--- src/hdl/asb_regs.svh ---
// Purpose: offsets, field positions, reset values and timing counts
// Assumes: 32-bit APB data, one register per aligned word
// Notes: buffer RAM is one byte per word from ASB_OFF_RAM upward
`ifndef ASB_REGS_SVH
`define ASB_REGS_SVH
`define ASB_OFF_MODE 8'h00
`define ASB_OFF_CTRL 8'h04
`define ASB_OFF_PTR 8'h08
`define ASB_OFF_SHIFT 8'h0C
`define ASB_OFF_INTV 8'h10
`define ASB_OFF_STAT 8'h14
`define ASB_OFF_HALT 8'h18
`define ASB_OFF_RAM 8'h40
`define ASB_RAM_DEPTH 32
`define ASB_RAM_AW 5
`define ASB_BIT_ENABLE 7
`define ASB_BIT_ATE 5
`define ASB_BIT_POL 0
`define ASB_BIT_WAIT 1
`define ASB_BIT_TRF 3
`define ASB_BIT_AUTO_RELOAD_SELECT 5
`define ASB_BIT_RE 6
`define ASB_BIT_INTV_EN 7
`define ASB_BIT_IRQ 0
`define ASB_RESET_WORD 32'h0000_0000
`define ASB_CLK_NS 8
`define ASB_SCK_NS 64
`define ASB_HALF_CYC ((`ASB_SCK_NS / 2) / `ASB_CLK_NS)
`define ASB_GAP_HALVES 7'h04
`endif

--- src/hdl/asb_pkg.sv ---
// Purpose: transfer state type, used by the master only
// Assumes: nothing
// Notes: state codes are fixed binary
package asb_pkg;
  typedef enum logic [2:0] {
    ASB_IDLE = 3'b000,
    ASB_LOAD = 3'b001,
    ASB_SHIFT = 3'b010,
    ASB_GAP = 3'b011,
    ASB_WAIT = 3'b100
  } asb_state_t;
endpackage

--- src/hdl/asb_link_if.sv ---
// Purpose: pins between transfer master and serial slave
// Assumes: bench resolves levels from the enables
// Notes: no clocking block
`timescale 1ns/1ps
interface asb_link_if;
  logic sck;
  logic sck_oe;
  logic so;
  logic so_oe;
  logic si_en;
  logic stb;
  logic stb_oe;
  logic busy_en;
  logic busy;
  modport master (output sck, output sck_oe, output so, output so_oe, output si_en,
                  output stb, output stb_oe, output busy_en, input busy);
  modport slave (input sck, input sck_oe, input so, input so_oe, input si_en,
                 input stb, input stb_oe, input busy_en, output busy);
endinterface

--- src/hdl/asb_master.sv ---
// Purpose: automatic buffer-to-serial transmit engine with APB registers
// Assumes: internal serial clock, transmit only, busy from the slave is asynchronous
// Notes: serial clock idles high, data changes on its falling edge
// Contract
// - Shift-register write starts transfer while enabled
// - Final byte sets flag; software polls progress
// - Unused input, strobe, busy pins stay ports
// - Fetch next byte after a gap
// - Serial output low while not transferring
// - Load byte, decrement pointer, load next
// - Auto-reload sends buffer cyclically forever
// - Repeat wraps pointer, no flag set
// - Disable suspends after current byte completes
// - Suspend clears progress, pins to port
// - Restart continues from preserved pointer
// - Halt freezes transfer mid-byte, resumes exactly
// - Software avoids mode change while transferring
// - Busy wait needs both enable bits
// - Busy ignored while a byte shifts
// - Busy two clocks after byte stalls
// - Polarity bit: zero high, one low
// - Software uses internal clock with busy
// - Interval control overrides busy handshake
// - Software loads pointer with count minus one
// - Sequence ends after lowest address byte
//
// Our own choices: the register addresses and the APB register port.
`timescale 1ns/1ps
`include "asb_regs.svh"
module asb_master (
  input wire logic pclk,
  input wire logic presetn,
  input wire logic psel,
  input wire logic penable,
  input wire logic pwrite,
  input wire logic [7:0] paddr,
  input wire logic [31:0] pwdata,
  output logic [31:0] prdata,
  output logic pready,
  output logic pslverr,
  asb_link_if.master link
);
  logic [7:0] mode_r;
  logic [7:0] ctrl_r;
  logic [7:0] intv_r;
  logic halt_r;
  logic [`ASB_RAM_AW-1:0] ptr_r;
  logic [`ASB_RAM_AW-1:0] start_ptr_r;
  logic [7:0] ram [0:`ASB_RAM_DEPTH-1];
  logic [7:0] shreg_r;
  logic [2:0] bits_r;
  logic [2:0] hcnt_r;
  logic [6:0] gap_r;
  logic trf_r;
  logic irq_r;
  logic sck_r;
  logic so_r;
  logic busy_s1_r;
  logic busy_s2_r;
  logic pready_r;
  logic pslverr_r;
  logic [31:0] prdata_r;
  logic sck_oe_r;
  logic so_oe_r;
  logic si_en_r;
  logic busy_en_r;
  asb_pkg::asb_state_t state_r;

  function automatic logic is_ram(input logic [7:0] a);
    is_ram = a >= `ASB_OFF_RAM && a < `ASB_OFF_RAM + 8'(4 * `ASB_RAM_DEPTH) && a[1:0] == 2'b00;
  endfunction

  function automatic logic mapped(input logic [7:0] a);
    mapped = is_ram(a) || a == `ASB_OFF_MODE || a == `ASB_OFF_CTRL || a == `ASB_OFF_PTR ||
             a == `ASB_OFF_SHIFT || a == `ASB_OFF_INTV || a == `ASB_OFF_STAT || a == `ASB_OFF_HALT;
  endfunction
  function automatic logic [`ASB_RAM_AW-1:0] ram_idx(input logic [7:0] a);
    ram_idx = 5'((a - `ASB_OFF_RAM) >> 2);
  endfunction

  logic acc;
  logic wr;
  logic enable;
  logic tick;
  logic busy_act;
  logic busy_ok;
  logic byte_done;
  assign acc = psel && penable && pready_r;
  assign wr = acc && pwrite;
  assign enable = mode_r[`ASB_BIT_ENABLE];
  assign tick = hcnt_r == 3'(`ASB_HALF_CYC - 1);
  assign busy_act = busy_s2_r ^ ctrl_r[`ASB_BIT_POL];
  // Interval spacing wins over the handshake
  assign busy_ok = mode_r[`ASB_BIT_ATE] && ctrl_r[`ASB_BIT_WAIT] && !intv_r[`ASB_BIT_INTV_EN];
  assign byte_done = state_r == asb_pkg::ASB_SHIFT && tick && !sck_r && bits_r == 3'h7;

  // APB slave: one wait state so read data comes from a flop
  always_ff @(posedge pclk or negedge presetn) begin
    if (!presetn) begin
      pready_r <= 1'b0;
      pslverr_r <= 1'b0;
      prdata_r <= `ASB_RESET_WORD;
    end else begin
      pready_r <= psel && penable && !pready_r;
      pslverr_r <= psel && penable && !pready_r && !mapped(paddr);
      prdata_r <= `ASB_RESET_WORD;
      if (psel && penable && !pready_r && !pwrite) begin
        if (is_ram(paddr)) begin
          prdata_r <= {24'h0, ram[ram_idx(paddr)]};
        end else begin
          unique case (paddr)
            `ASB_OFF_MODE: prdata_r <= {24'h0, mode_r};
            `ASB_OFF_CTRL: prdata_r <= {24'h0, ctrl_r[7:4], trf_r, ctrl_r[2:0]};
            `ASB_OFF_PTR: prdata_r <= {27'h0, ptr_r};
            `ASB_OFF_SHIFT: prdata_r <= {24'h0, shreg_r};
            `ASB_OFF_INTV: prdata_r <= {24'h0, intv_r};
            `ASB_OFF_STAT: prdata_r <= {31'h0, irq_r};
            `ASB_OFF_HALT: prdata_r <= {31'h0, halt_r};
            default: prdata_r <= `ASB_RESET_WORD;
          endcase
        end
      end
    end
  end

  always_ff @(posedge pclk or negedge presetn) begin
    if (!presetn) begin
      mode_r <= 8'h00;
      ctrl_r <= 8'h00;
      intv_r <= 8'h00;
      halt_r <= 1'b0;
    end else if (wr) begin
      if (paddr == `ASB_OFF_MODE) mode_r <= pwdata[7:0];
      if (paddr == `ASB_OFF_CTRL) ctrl_r <= {pwdata[7:4], 1'b0, pwdata[2:0]};
      if (paddr == `ASB_OFF_INTV) intv_r <= pwdata[7:0];
      if (paddr == `ASB_OFF_HALT) halt_r <= pwdata[0];
    end
  end

  // Buffer contents need no reset
  always_ff @(posedge pclk) begin
    if (wr && is_ram(paddr)) begin
      ram[ram_idx(paddr)] <= pwdata[7:0];
    end
  end

  // Busy is asynchronous to pclk
  always_ff @(posedge pclk or negedge presetn) begin
    if (!presetn) begin
      busy_s1_r <= 1'b0;
      busy_s2_r <= 1'b0;
    end else begin
      busy_s1_r <= link.busy;
      busy_s2_r <= busy_s1_r;
    end
  end

  // Transfer engine; halt freezes every counter in place while the transfer flag is set
  always_ff @(posedge pclk or negedge presetn) begin
    if (!presetn) begin
      state_r <= asb_pkg::ASB_IDLE;
      ptr_r <= '0;
      start_ptr_r <= '0;
      shreg_r <= 8'h00;
      bits_r <= 3'h0;
      hcnt_r <= 3'h0;
      gap_r <= 7'h00;
      trf_r <= 1'b0;
      irq_r <= 1'b0;
      sck_r <= 1'b1;
      so_r <= 1'b0;
    end else begin
      // Flag set by a completing byte beats the software clear
      if (wr && paddr == `ASB_OFF_STAT && pwdata[`ASB_BIT_IRQ]) irq_r <= 1'b0;
      if (wr && paddr == `ASB_OFF_PTR) begin
        ptr_r <= pwdata[`ASB_RAM_AW-1:0];
        start_ptr_r <= pwdata[`ASB_RAM_AW-1:0];
      end
      if (!(halt_r && trf_r)) begin
        hcnt_r <= tick ? 3'h0 : hcnt_r + 3'h1;
        unique case (state_r)
          asb_pkg::ASB_IDLE: begin
            so_r <= 1'b0;
            sck_r <= 1'b1;
            if (wr && paddr == `ASB_OFF_SHIFT && enable) begin
              trf_r <= 1'b1;
              state_r <= asb_pkg::ASB_LOAD;
            end
          end
          asb_pkg::ASB_LOAD: begin
            if (!enable) begin
              trf_r <= 1'b0;
              so_r <= 1'b0;
              state_r <= asb_pkg::ASB_IDLE;
            end else begin
              shreg_r <= ram[ptr_r];
              bits_r <= 3'h0;
              hcnt_r <= 3'h0;
              state_r <= asb_pkg::ASB_SHIFT;
            end
          end
          asb_pkg::ASB_SHIFT: begin
            if (tick) begin
              sck_r <= !sck_r;
              if (sck_r) begin
                so_r <= shreg_r[7];
                shreg_r <= {shreg_r[6:0], 1'b0};
              end else begin
                bits_r <= bits_r + 3'h1;
              end
            end
            if (byte_done) begin
              gap_r <= intv_r[`ASB_BIT_INTV_EN] ? {1'b0, intv_r[4:0], 1'b0} + 7'h02 : `ASB_GAP_HALVES;
              state_r <= asb_pkg::ASB_GAP;
              if (ptr_r != '0) begin
                ptr_r <= ptr_r - 1'b1;
              end else if (ctrl_r[`ASB_BIT_AUTO_RELOAD_SELECT] && !ctrl_r[`ASB_BIT_RE]) begin
                ptr_r <= start_ptr_r;
              end else begin
                irq_r <= 1'b1;
                trf_r <= 1'b0;
                so_r <= 1'b0;
                state_r <= asb_pkg::ASB_IDLE;
              end
              if (!enable) begin
                trf_r <= 1'b0;
                so_r <= 1'b0;
                state_r <= asb_pkg::ASB_IDLE;
              end
            end
          end
          asb_pkg::ASB_GAP: begin
            if (tick) begin
              gap_r <= gap_r - 7'h01;
              if (gap_r == 7'h01) begin
                // Busy only counts once the byte and the gap are over
                state_r <= (busy_ok && busy_act) ? asb_pkg::ASB_WAIT : asb_pkg::ASB_LOAD;
              end
            end
          end
          asb_pkg::ASB_WAIT: begin
            if (tick && !(busy_ok && busy_act)) state_r <= asb_pkg::ASB_LOAD;
          end
          default: state_r <= asb_pkg::ASB_IDLE;
        endcase
      end
    end
  end

  // Pin functions follow the transfer flag one cycle later
  always_ff @(posedge pclk or negedge presetn) begin
    if (!presetn) begin
      sck_oe_r <= 1'b0;
      so_oe_r <= 1'b0;
      si_en_r <= 1'b0;
      busy_en_r <= 1'b0;
    end else begin
      sck_oe_r <= trf_r;
      so_oe_r <= trf_r;
      si_en_r <= trf_r && ctrl_r[`ASB_BIT_RE];
      busy_en_r <= trf_r && busy_ok;
    end
  end

  assign prdata = prdata_r;
  assign pready = pready_r;
  assign pslverr = pslverr_r;
  assign link.sck = sck_r;
  assign link.sck_oe = sck_oe_r;
  assign link.so = so_r;
  assign link.so_oe = so_oe_r;
  assign link.si_en = si_en_r;
  assign link.stb = 1'b0;
  assign link.stb_oe = 1'b0;
  assign link.busy_en = busy_en_r;
endmodule

--- src/flat_wrapper.sv ---
// flat-port wrapper written by rule: the top's interface ports become plain ports
module asb_master_flat 
  (pclk, presetn, psel, penable, pwrite, paddr, pwdata, prdata, pready, pslverr, link_sck, link_sck_oe, link_so, link_so_oe, link_si_en, link_stb, link_stb_oe, link_busy_en, link_busy);
  asb_link_if link_i ();
  input wire logic pclk;
  input wire logic presetn;
  input wire logic psel;
  input wire logic penable;
  input wire logic pwrite;
  input wire logic [7:0] paddr;
  input wire logic [31:0] pwdata;
  output logic [31:0] prdata;
  output logic pready;
  output logic pslverr;
  output wire logic [$bits(link_i.sck)-1:0] link_sck;
  output wire logic [$bits(link_i.sck_oe)-1:0] link_sck_oe;
  output wire logic [$bits(link_i.so)-1:0] link_so;
  output wire logic [$bits(link_i.so_oe)-1:0] link_so_oe;
  output wire logic [$bits(link_i.si_en)-1:0] link_si_en;
  output wire logic [$bits(link_i.stb)-1:0] link_stb;
  output wire logic [$bits(link_i.stb_oe)-1:0] link_stb_oe;
  output wire logic [$bits(link_i.busy_en)-1:0] link_busy_en;
  input wire logic [$bits(link_i.busy)-1:0] link_busy;
  assign link_sck = link_i.sck;
  assign link_sck_oe = link_i.sck_oe;
  assign link_so = link_i.so;
  assign link_so_oe = link_i.so_oe;
  assign link_si_en = link_i.si_en;
  assign link_stb = link_i.stb;
  assign link_stb_oe = link_i.stb_oe;
  assign link_busy_en = link_i.busy_en;
  assign link_i.busy = link_busy;
  asb_master u_core (.pclk(pclk), .presetn(presetn), .psel(psel), .penable(penable), .pwrite(pwrite), .paddr(paddr), .pwdata(pwdata), .prdata(prdata), .pready(pready), .pslverr(pslverr), .link(link_i));
endmodule
--- config.mk ---
export PLATFORM = sky130hd
export DESIGN_NAME = asb_master_flat
export DESIGN_NICKNAME = d
export VERILOG_FILES = /design/src/hdl/asb_pkg.sv /design/src/hdl/asb_link_if.sv /design/src/hdl/asb_master.sv /design/src/flat_wrapper.sv
export VERILOG_INCLUDE_DIRS = /design/src /design/src/hdl
export SDC_FILE = /design/constraint.sdc
export NUM_CORES = 1
export LEC_CHECK = 0
export ABC_AREA = 1
export BUFFER_PORTS_ARGS = -buffer_cell sky130_fd_sc_hd__buf_4
export CORE_MARGIN = 2
export CORE_UTILIZATION = 55
export CTS_BUF_LIST = sky130_fd_sc_hd__clkbuf_8
export CTS_CLUSTER_DIAMETER = 100
export DETAILED_ROUTE_END_ITERATION = 6
export HOLD_SLACK_MARGIN = 0.03
export PLACE_DENSITY = 0.76
export SETUP_SLACK_MARGIN = 0.2
export SYNTH_ARGS = -nofsm -noshare
export SYNTH_HDL_FRONTEND = slang
export SYNTH_SLANG_ARGS = --single-unit
--- constraint.sdc ---
create_clock -name pclk -period 2.6 [get_ports pclk]
set_input_delay 0.26 -clock pclk [delete_from_list [all_inputs] [get_ports pclk]]
set_output_delay 0.26 -clock pclk [all_outputs]
set_load 0.03 [all_outputs]
Yosys cells after proc, flatten, opt, wreduce, memory -nomap -nowiden
Memory sizes are Yosys's and may differ from the RTL's.
Cells that the tools add are included.
{"block": "word_totals", "ff_bits": 101, "mem_count": 1, "ramBits": 256}
{"block": "op_classes", "muxes": 59, "n_reduce_logical": 58, "n_bitwise": 2, "n_eq_ne": 25, "addsub": 6, "magnitude_cmp": 2}
{"name": "u_core.ram", "words": 32, "word_bits": 8, "rd": 2, "rd_clocked_by_memory_dff": 0, "write_ports": 1, "line_no": "asb_master.sv:49", "source": "logic [7:0] ram [0:`ASB_RAM_DEPTH-1];"}
{"cell": "$pmux 8 s7", "n": 1}
{"cell": "$mux 3", "n": 14}
{"cell": "$mux 8", "n": 5}
{"cell": "$mux 5", "n": 6}
{"cell": "$logic_and 1x1->1", "n": 25}
{"cell": "$eq 8x5->1 const B", "n": 3}
{"cell": "$mux 1", "n": 21}
{"cell": "$mux 7", "n": 3}
{"cell": "$eq 8x4->1 const B", "n": 2}
{"cell": "$ne 2x1->1 const B", "n": 8}
{"cell": "$pmux 8 s2", "n": 1}
{"cell": "$pmux 3 s5", "n": 1}
{"cell": "$pmux 7 s2", "n": 1}
{"cell": "$reduce_and 5->1", "n": 2}
{"cell": "$eq 3x2->1 const B", "n": 3}
{"cell": "$eq 8x3->1 const B", "n": 1}
{"cell": "$ge 8x7->1 const B", "n": 1}
{"cell": "$logic_not 8->1", "n": 1}
{"cell": "$lt 8x8->1 const B", "n": 1}
{"cell": "$reduce_and 2->1", "n": 4}
{"cell": "$add 6x2->7 const B", "n": 1}
{"cell": "$eq 7x1->1 const B", "n": 1}
{"cell": "$logic_not 1->1", "n": 7}
{"cell": "$logic_or 1x1->1", "n": 7}
{"cell": "other kinds (23)", "n": 32}

Longest topological paths before layout
{"block": "depth", "depth_word": 12, "ltp_mapped": 15}

Worst setup path after synthesis
Ideal clock, no wire load.
{"block": "synth_path", "path_type": "input to register", "start": "in paddr[6]", "end": "mem u_core.ram[11][0] (enable)", "path_stages": 8, "path_buffers": 2, "arrival_time_ns": 1.822, "setup_time_ns": 0.370, "setup_slack_ns": 0.408, "required_time_ns": 2.230, "cell_sequence": "inv_1 clkbuf_1 ha_1 nand2_1 clkbuf_1 nor2_1 nand2_1 nor2_1"}
{"block": "synth_between", "elab_chain_cells": 6, "elab_cells_between_ends": 8, "classes_between": "1 x add/sub; 2 x order compare; 2 x mux; 3 x reduce/logical"}
{"element": "start: declaration", "line_no": "flat_wrapper.sv:10", "source": "input wire logic [7:0] paddr;"}
{"element": "$ge 8x7->1 (no line) or $lt 8x8->1 (tied branches)"}
{"element": "$logic_and 1x1->1 (2 in series)", "line_no": "asb_master.sv:70", "source": "is_ram = a >= `ASB_OFF_RAM && a < `ASB_OFF_RAM + 8'(4 * `ASB_RAM_DEPTH) && a[1:0] == 2'b00;"}
{"element": "$logic_and 1x1->1", "line_no": "asb_master.sv:142", "source": "if (wr && is_ram(paddr)) begin"}
{"element": "$mux 1", "line_no": "asb_master.sv:142"}
{"element": "$mux 1 (implied by the code)", "line_no": "asb_master.sv:143", "source": "ram[ram_idx(paddr)] <= pwdata[7:0];"}
{"element": "end: declaration", "line_no": "asb_master.sv:49"}
Parallel ways exist; a longest one is shown, timed or not.

Worst setup path after layout
{"block": "layout_path", "start": "reg u_core.ptr_r[0]", "end": "reg u_core.trf_r"}
{"block": "layout_between", "elab_chain_cells": 3}
{"element": "start: declaration", "line_no": "asb_master.sv:47", "source": "logic [`ASB_RAM_AW-1:0] ptr_r;"}
{"element": "start signal: assignment", "line_no": "asb_master.sv:176", "source": "ptr_r <= pwdata[`ASB_RAM_AW-1:0];"}
{"element": "start signal: assignment", "line_no": "asb_master.sv:216", "source": "ptr_r <= ptr_r - 1'b1;"}
{"element": "start signal: assignment", "line_no": "asb_master.sv:218", "source": "ptr_r <= start_ptr_r;"}
{"element": "$reduce_bool 5->1", "line_no": "asb_master.sv:215", "source": "if (ptr_r != '0) begin"}
{"element": "$ne 3x3->1 (no line)"}
{"element": "$reduce_and 7->1 (no line)"}
{"element": "end signal: assignment", "line_no": "asb_master.sv:192", "source": "trf_r <= 1'b0;"}
{"element": "end signal: assignment", "line_no": "asb_master.sv:221", "source": "trf_r <= 1'b0;"}
{"element": "end signal: assignment", "line_no": "asb_master.sv:226", "source": "trf_r <= 1'b0;"}
{"element": "end: declaration", "line_no": "asb_master.sv:54", "source": "logic trf_r;"}
No other way between the ends.
A chain may end at the register's enable or synchronous reset.

==> reports/qor.yml <==
critical_path:
  crit_path_end_kind: "register"
  rr_startpoint: "u_core.ptr_r[0]$_DFF_PN0_"
  crit_chain: "inv_1, ha_1, nand3_2, nor2_2, inv_1, nand3_1, nand2_1, a21oi_1, nand2_1, nand2_1, nand2_1"
  crit_top_cell: "nand2_1"
  cp.arrival_ns: 2.62
  required_ns: 3.09
  startpoint: "u_core.ptr_r[0]$_DFF_PN0_"
  worstRegToRegCells: 11
  crit_fanout: 8
  slowest_stage: "dfrtp_4"
  slowest_delay_ns: 0.49
  critPathLaunchType: "register"
  crit_family: "simple AND/OR/NAND/NOR gates"
  path_buf_inv: 2
  critPathKind: "register to register"
  r2r_setup_slack_ns: 0.47
  r2r_end: "u_core.trf_r$_DFFE_PN0P_"
power_and_ir_drop:
  p_sw_share_pct: 26.33
  clockPowerShare_pct: 38.2
  p_int_mw: 8.374
  seqPwrFrac_pct: 52.4
  switchingPower_mw: 2.992
  p_per_area_mw_per_mm2: 606.8
  p_leak_nw: 7.790
  combPwrFrac_pct: 9.5
  ir_drop_mv: 0.4046
floorplan:
  fp.dieW_um: 179.0
  die_h_um: 179.0
  ios: 88
  coreArea_mm2: 0.03035
  rows: 64
  dieArea_mm2: 0.03205
  start_util_pct: 55.51
placement:
  dp_hpwl_um: 31570
  io_buffer_count: 37
  gp_congestion: 0.9356
  post-place-ws_ns: 0.2499
route:
  drc: 0
  dr.first_iter.drc_count: 1736
  wl_um: 49070
  wl_per_cell_um: 20.42
  final_antenna_net_count: 0
  viasPerCell: 6.037
  vias: 14510
  drt_pass1_iterations: 7
global_route:
  grt.overflow.total: 0
  antenna_found_initial: 1
  grt_use_total_pct: 31.05
  grt_pass1_vias: 14010
  grt_max_degree: 153
  grt_pass1_wl_um: 75070
yosys:
  synth_simple_gate_area_share_pct: 21.95
  ys.flop_type: "edfxtp_1"
  synth_cell_type_count: 45
  ys_seq_area_share_pct: 57.07
  yosysWarnings: 0
  synth_edf_count: 256
  synth-xor-area-share_pct: 0.3119
  ys_seq_elements: 333
  netlist_area_mm2: 0.01685
  synth_top_area_share_pct: 45.63
  syn_area_per_cell_um2: 8.886
  synth_common_cells: "nor2_1, nand2_1, edfxtp_1"
  synthTopCellsByArea: "edfxtp_1, dfrtp_1, nor2_1"
  yosysMostFrequentCell: "nor2_1"
  synth_compound_area_share_pct: 12.48
  synth_top_family_by_area: "simple AND/OR/NAND/NOR gates"
  synth_area_leader_cell: "edfxtp_1"
  muxShareOfSynthArea_pct: 0
  synth_cells: 1896
  synth_adder_area_share_pct: 0.5941
  synthArstFlopShare_pct: 23.12
worst_hold_path:
  min_to: "u_core.ram[9][6]$_DFFE_PP_"
  hp-class: "input pin to register"
  hold_start: "pwdata[6]"
  hold_depth: 1
clocking:
  path_clk_slew_ns: 0.06
  clk-insertion-delay-late_ns: 0.60
  cts_sinks: 333
  h-tree-depth: 2
  cts.path.max_buffers: 3
  numCtsBuffers: 57
  root_buffer: "clkbuf_8"
  cts_tree: "built"
sta:
  worst_slew_pin_slew_ns: 0.7244
  fin_ws_ns: 0.4710
  hold_violations: 0
  min_period_ns: 2.129
  max_freq_mhz: 469.7
  finalCritPeriodShare_pct: 81.88
  fin_skew_ns: 0.02933
  tns_ns: 0
  setup-violations-final: 0
  slew_violations: 0
  slew_headroom_pct: 51.71
  rsz0062_at_grt: "false"
cells_and_area:
  area_delta_synth_final_pct: 11.18
  antenna_cells: 0
  layout-drive-gt1-share_pct: 10.81
  fin_nets: 2021
flow_run:
  drv_cap: 0
outcome:
  status: "finished clean"
==> flip-flops by register name, summed over array words and instances (netlist names), 3 cells and up <==
signal	flops
u_core.bits_r	3
u_core.ram	256
u_core.intv_r	8
u_core.hcnt_r	3
u_core.mode_r	8
u_core.state_r	3
u_core.gap_r	7
u_core.shreg_r	8
u_core.start_ptr_r	5
u_core.ctrl_r	7
u_core.prdata	8
u_core.ptr_r	5
==> per-layer routing <==
layer	vias up	global-route usage (%)	wire [µm]
met2	1039	50.19	22740
met5	-	0	0
met3	195	6.807	5929
li1	6516	-	-
met1	6758	39.38	18080
met4	0	16.02	2328
==> logic make-up after synthesis <==
family	after synthesis
and+or+nand+nor	883
adders and majority gates	8
buffers and inverters	290
DFF	333
other	1
xor gates and xnor gates	6
AOI/OAI and AO/OA	375
==> per-stage QoR <==
step / hold slack (ns) / std cells / utilization [%] / instance area, µm² / power [mW]
floorplan: -0.03559 / 1921 / - / 16940 / 6.689
global placement: 0.3394 / 2300 / 58.20 / 17660 / 7.065
detailed placement: 0.3402 / 2300 / 58.20 / 17660 / 7.103
CTS: 0.06715 / 2403 / 61.72 / 18730 / 11.38
global route: 0.08248 / 2403 / 61.72 / 18730 / 11.73
finish: 0.07846 / 2403 / 61.72 / 18730 / 11.37
==> cells in the final DEF, fill, tap and decap left out, types with 8 or more instances in the layout <==
master | synthesis | routed
dfrtp_1 | 76 | 74
edfxtp_1 | 256 | 256
clkinv_2 | 0 | 11
conb_1 | 1 | 26
o21ai_1 | 9 | 9
ha_1 | 8 | 8
clkbuf_8 | 0 | 60
o22ai_1 | 15 | 15
o21ai_0 | 155 | 155
nor2_1 | 333 | 332
nand3_1 | 181 | 181
o211ai_1 | 65 | 65
inv_1 | 161 | 170
buf_4 | 31 | 99
a21oi_1 | 115 | 115
clkinv_1 | 1 | 15
nand2_1 | 327 | 327
==> power groups by stage <==
| stage | Combinational [mW] | Sequential [mW] | Clock (mW) |
|---|---|---|---|
| final | 1.08 | 5.95 | 4.34 |
| after global routing | 1.17 | 5.96 | 4.60 |
| after CTS | 1.05 | 5.95 | 4.37 |
| after detailed placement | 1.05 | 6.05 | 0 |
| after global placement | 1.01 | 6.05 | 0 |
| after floorplan | 0.652 | 6.04 | 0 |
==> what timing repair did <==
item,4_1_cts,5_1_grt
hold buffers,4,0
buffers inserted,0,0
hold endpoints to repair,57,0
resized for setup,0,1
endpoints found under the setup margin,0,1
==> how the worst max path moves through the flow <==
stage	end	slack, ns	depth (start not counted)
after global placement	u_core.ram[7][5]$_DFFE_PP_	0.32	8
after CTS	u_core.trf_r$_DFFE_PN0P_	0.49	11
after detailed placement	u_core.ram[15][4]$_DFFE_PP_	0.25	8
final	u_core.trf_r$_DFFE_PN0P_	0.47	11
after global routing	u_core.trf_r$_DFFE_PN0P_	0.31	11
after floorplan	u_core.ram[11][0]$_DFFE_PP_	0.41	8
==> layout make-up <==
type                            instances  area [µm²]
Sequential cell                       333        9620
Clock buffer                           60       825.8
Multi-Input combinational cell       1298        6052
Clock inverter                         39       202.7
Inverter                              168       630.6
Fill cell                            2470       11620
Tap cell                              396       495.5
Timing Repair Buffer                  109       903.4
(Power assumes the default switching activity.)
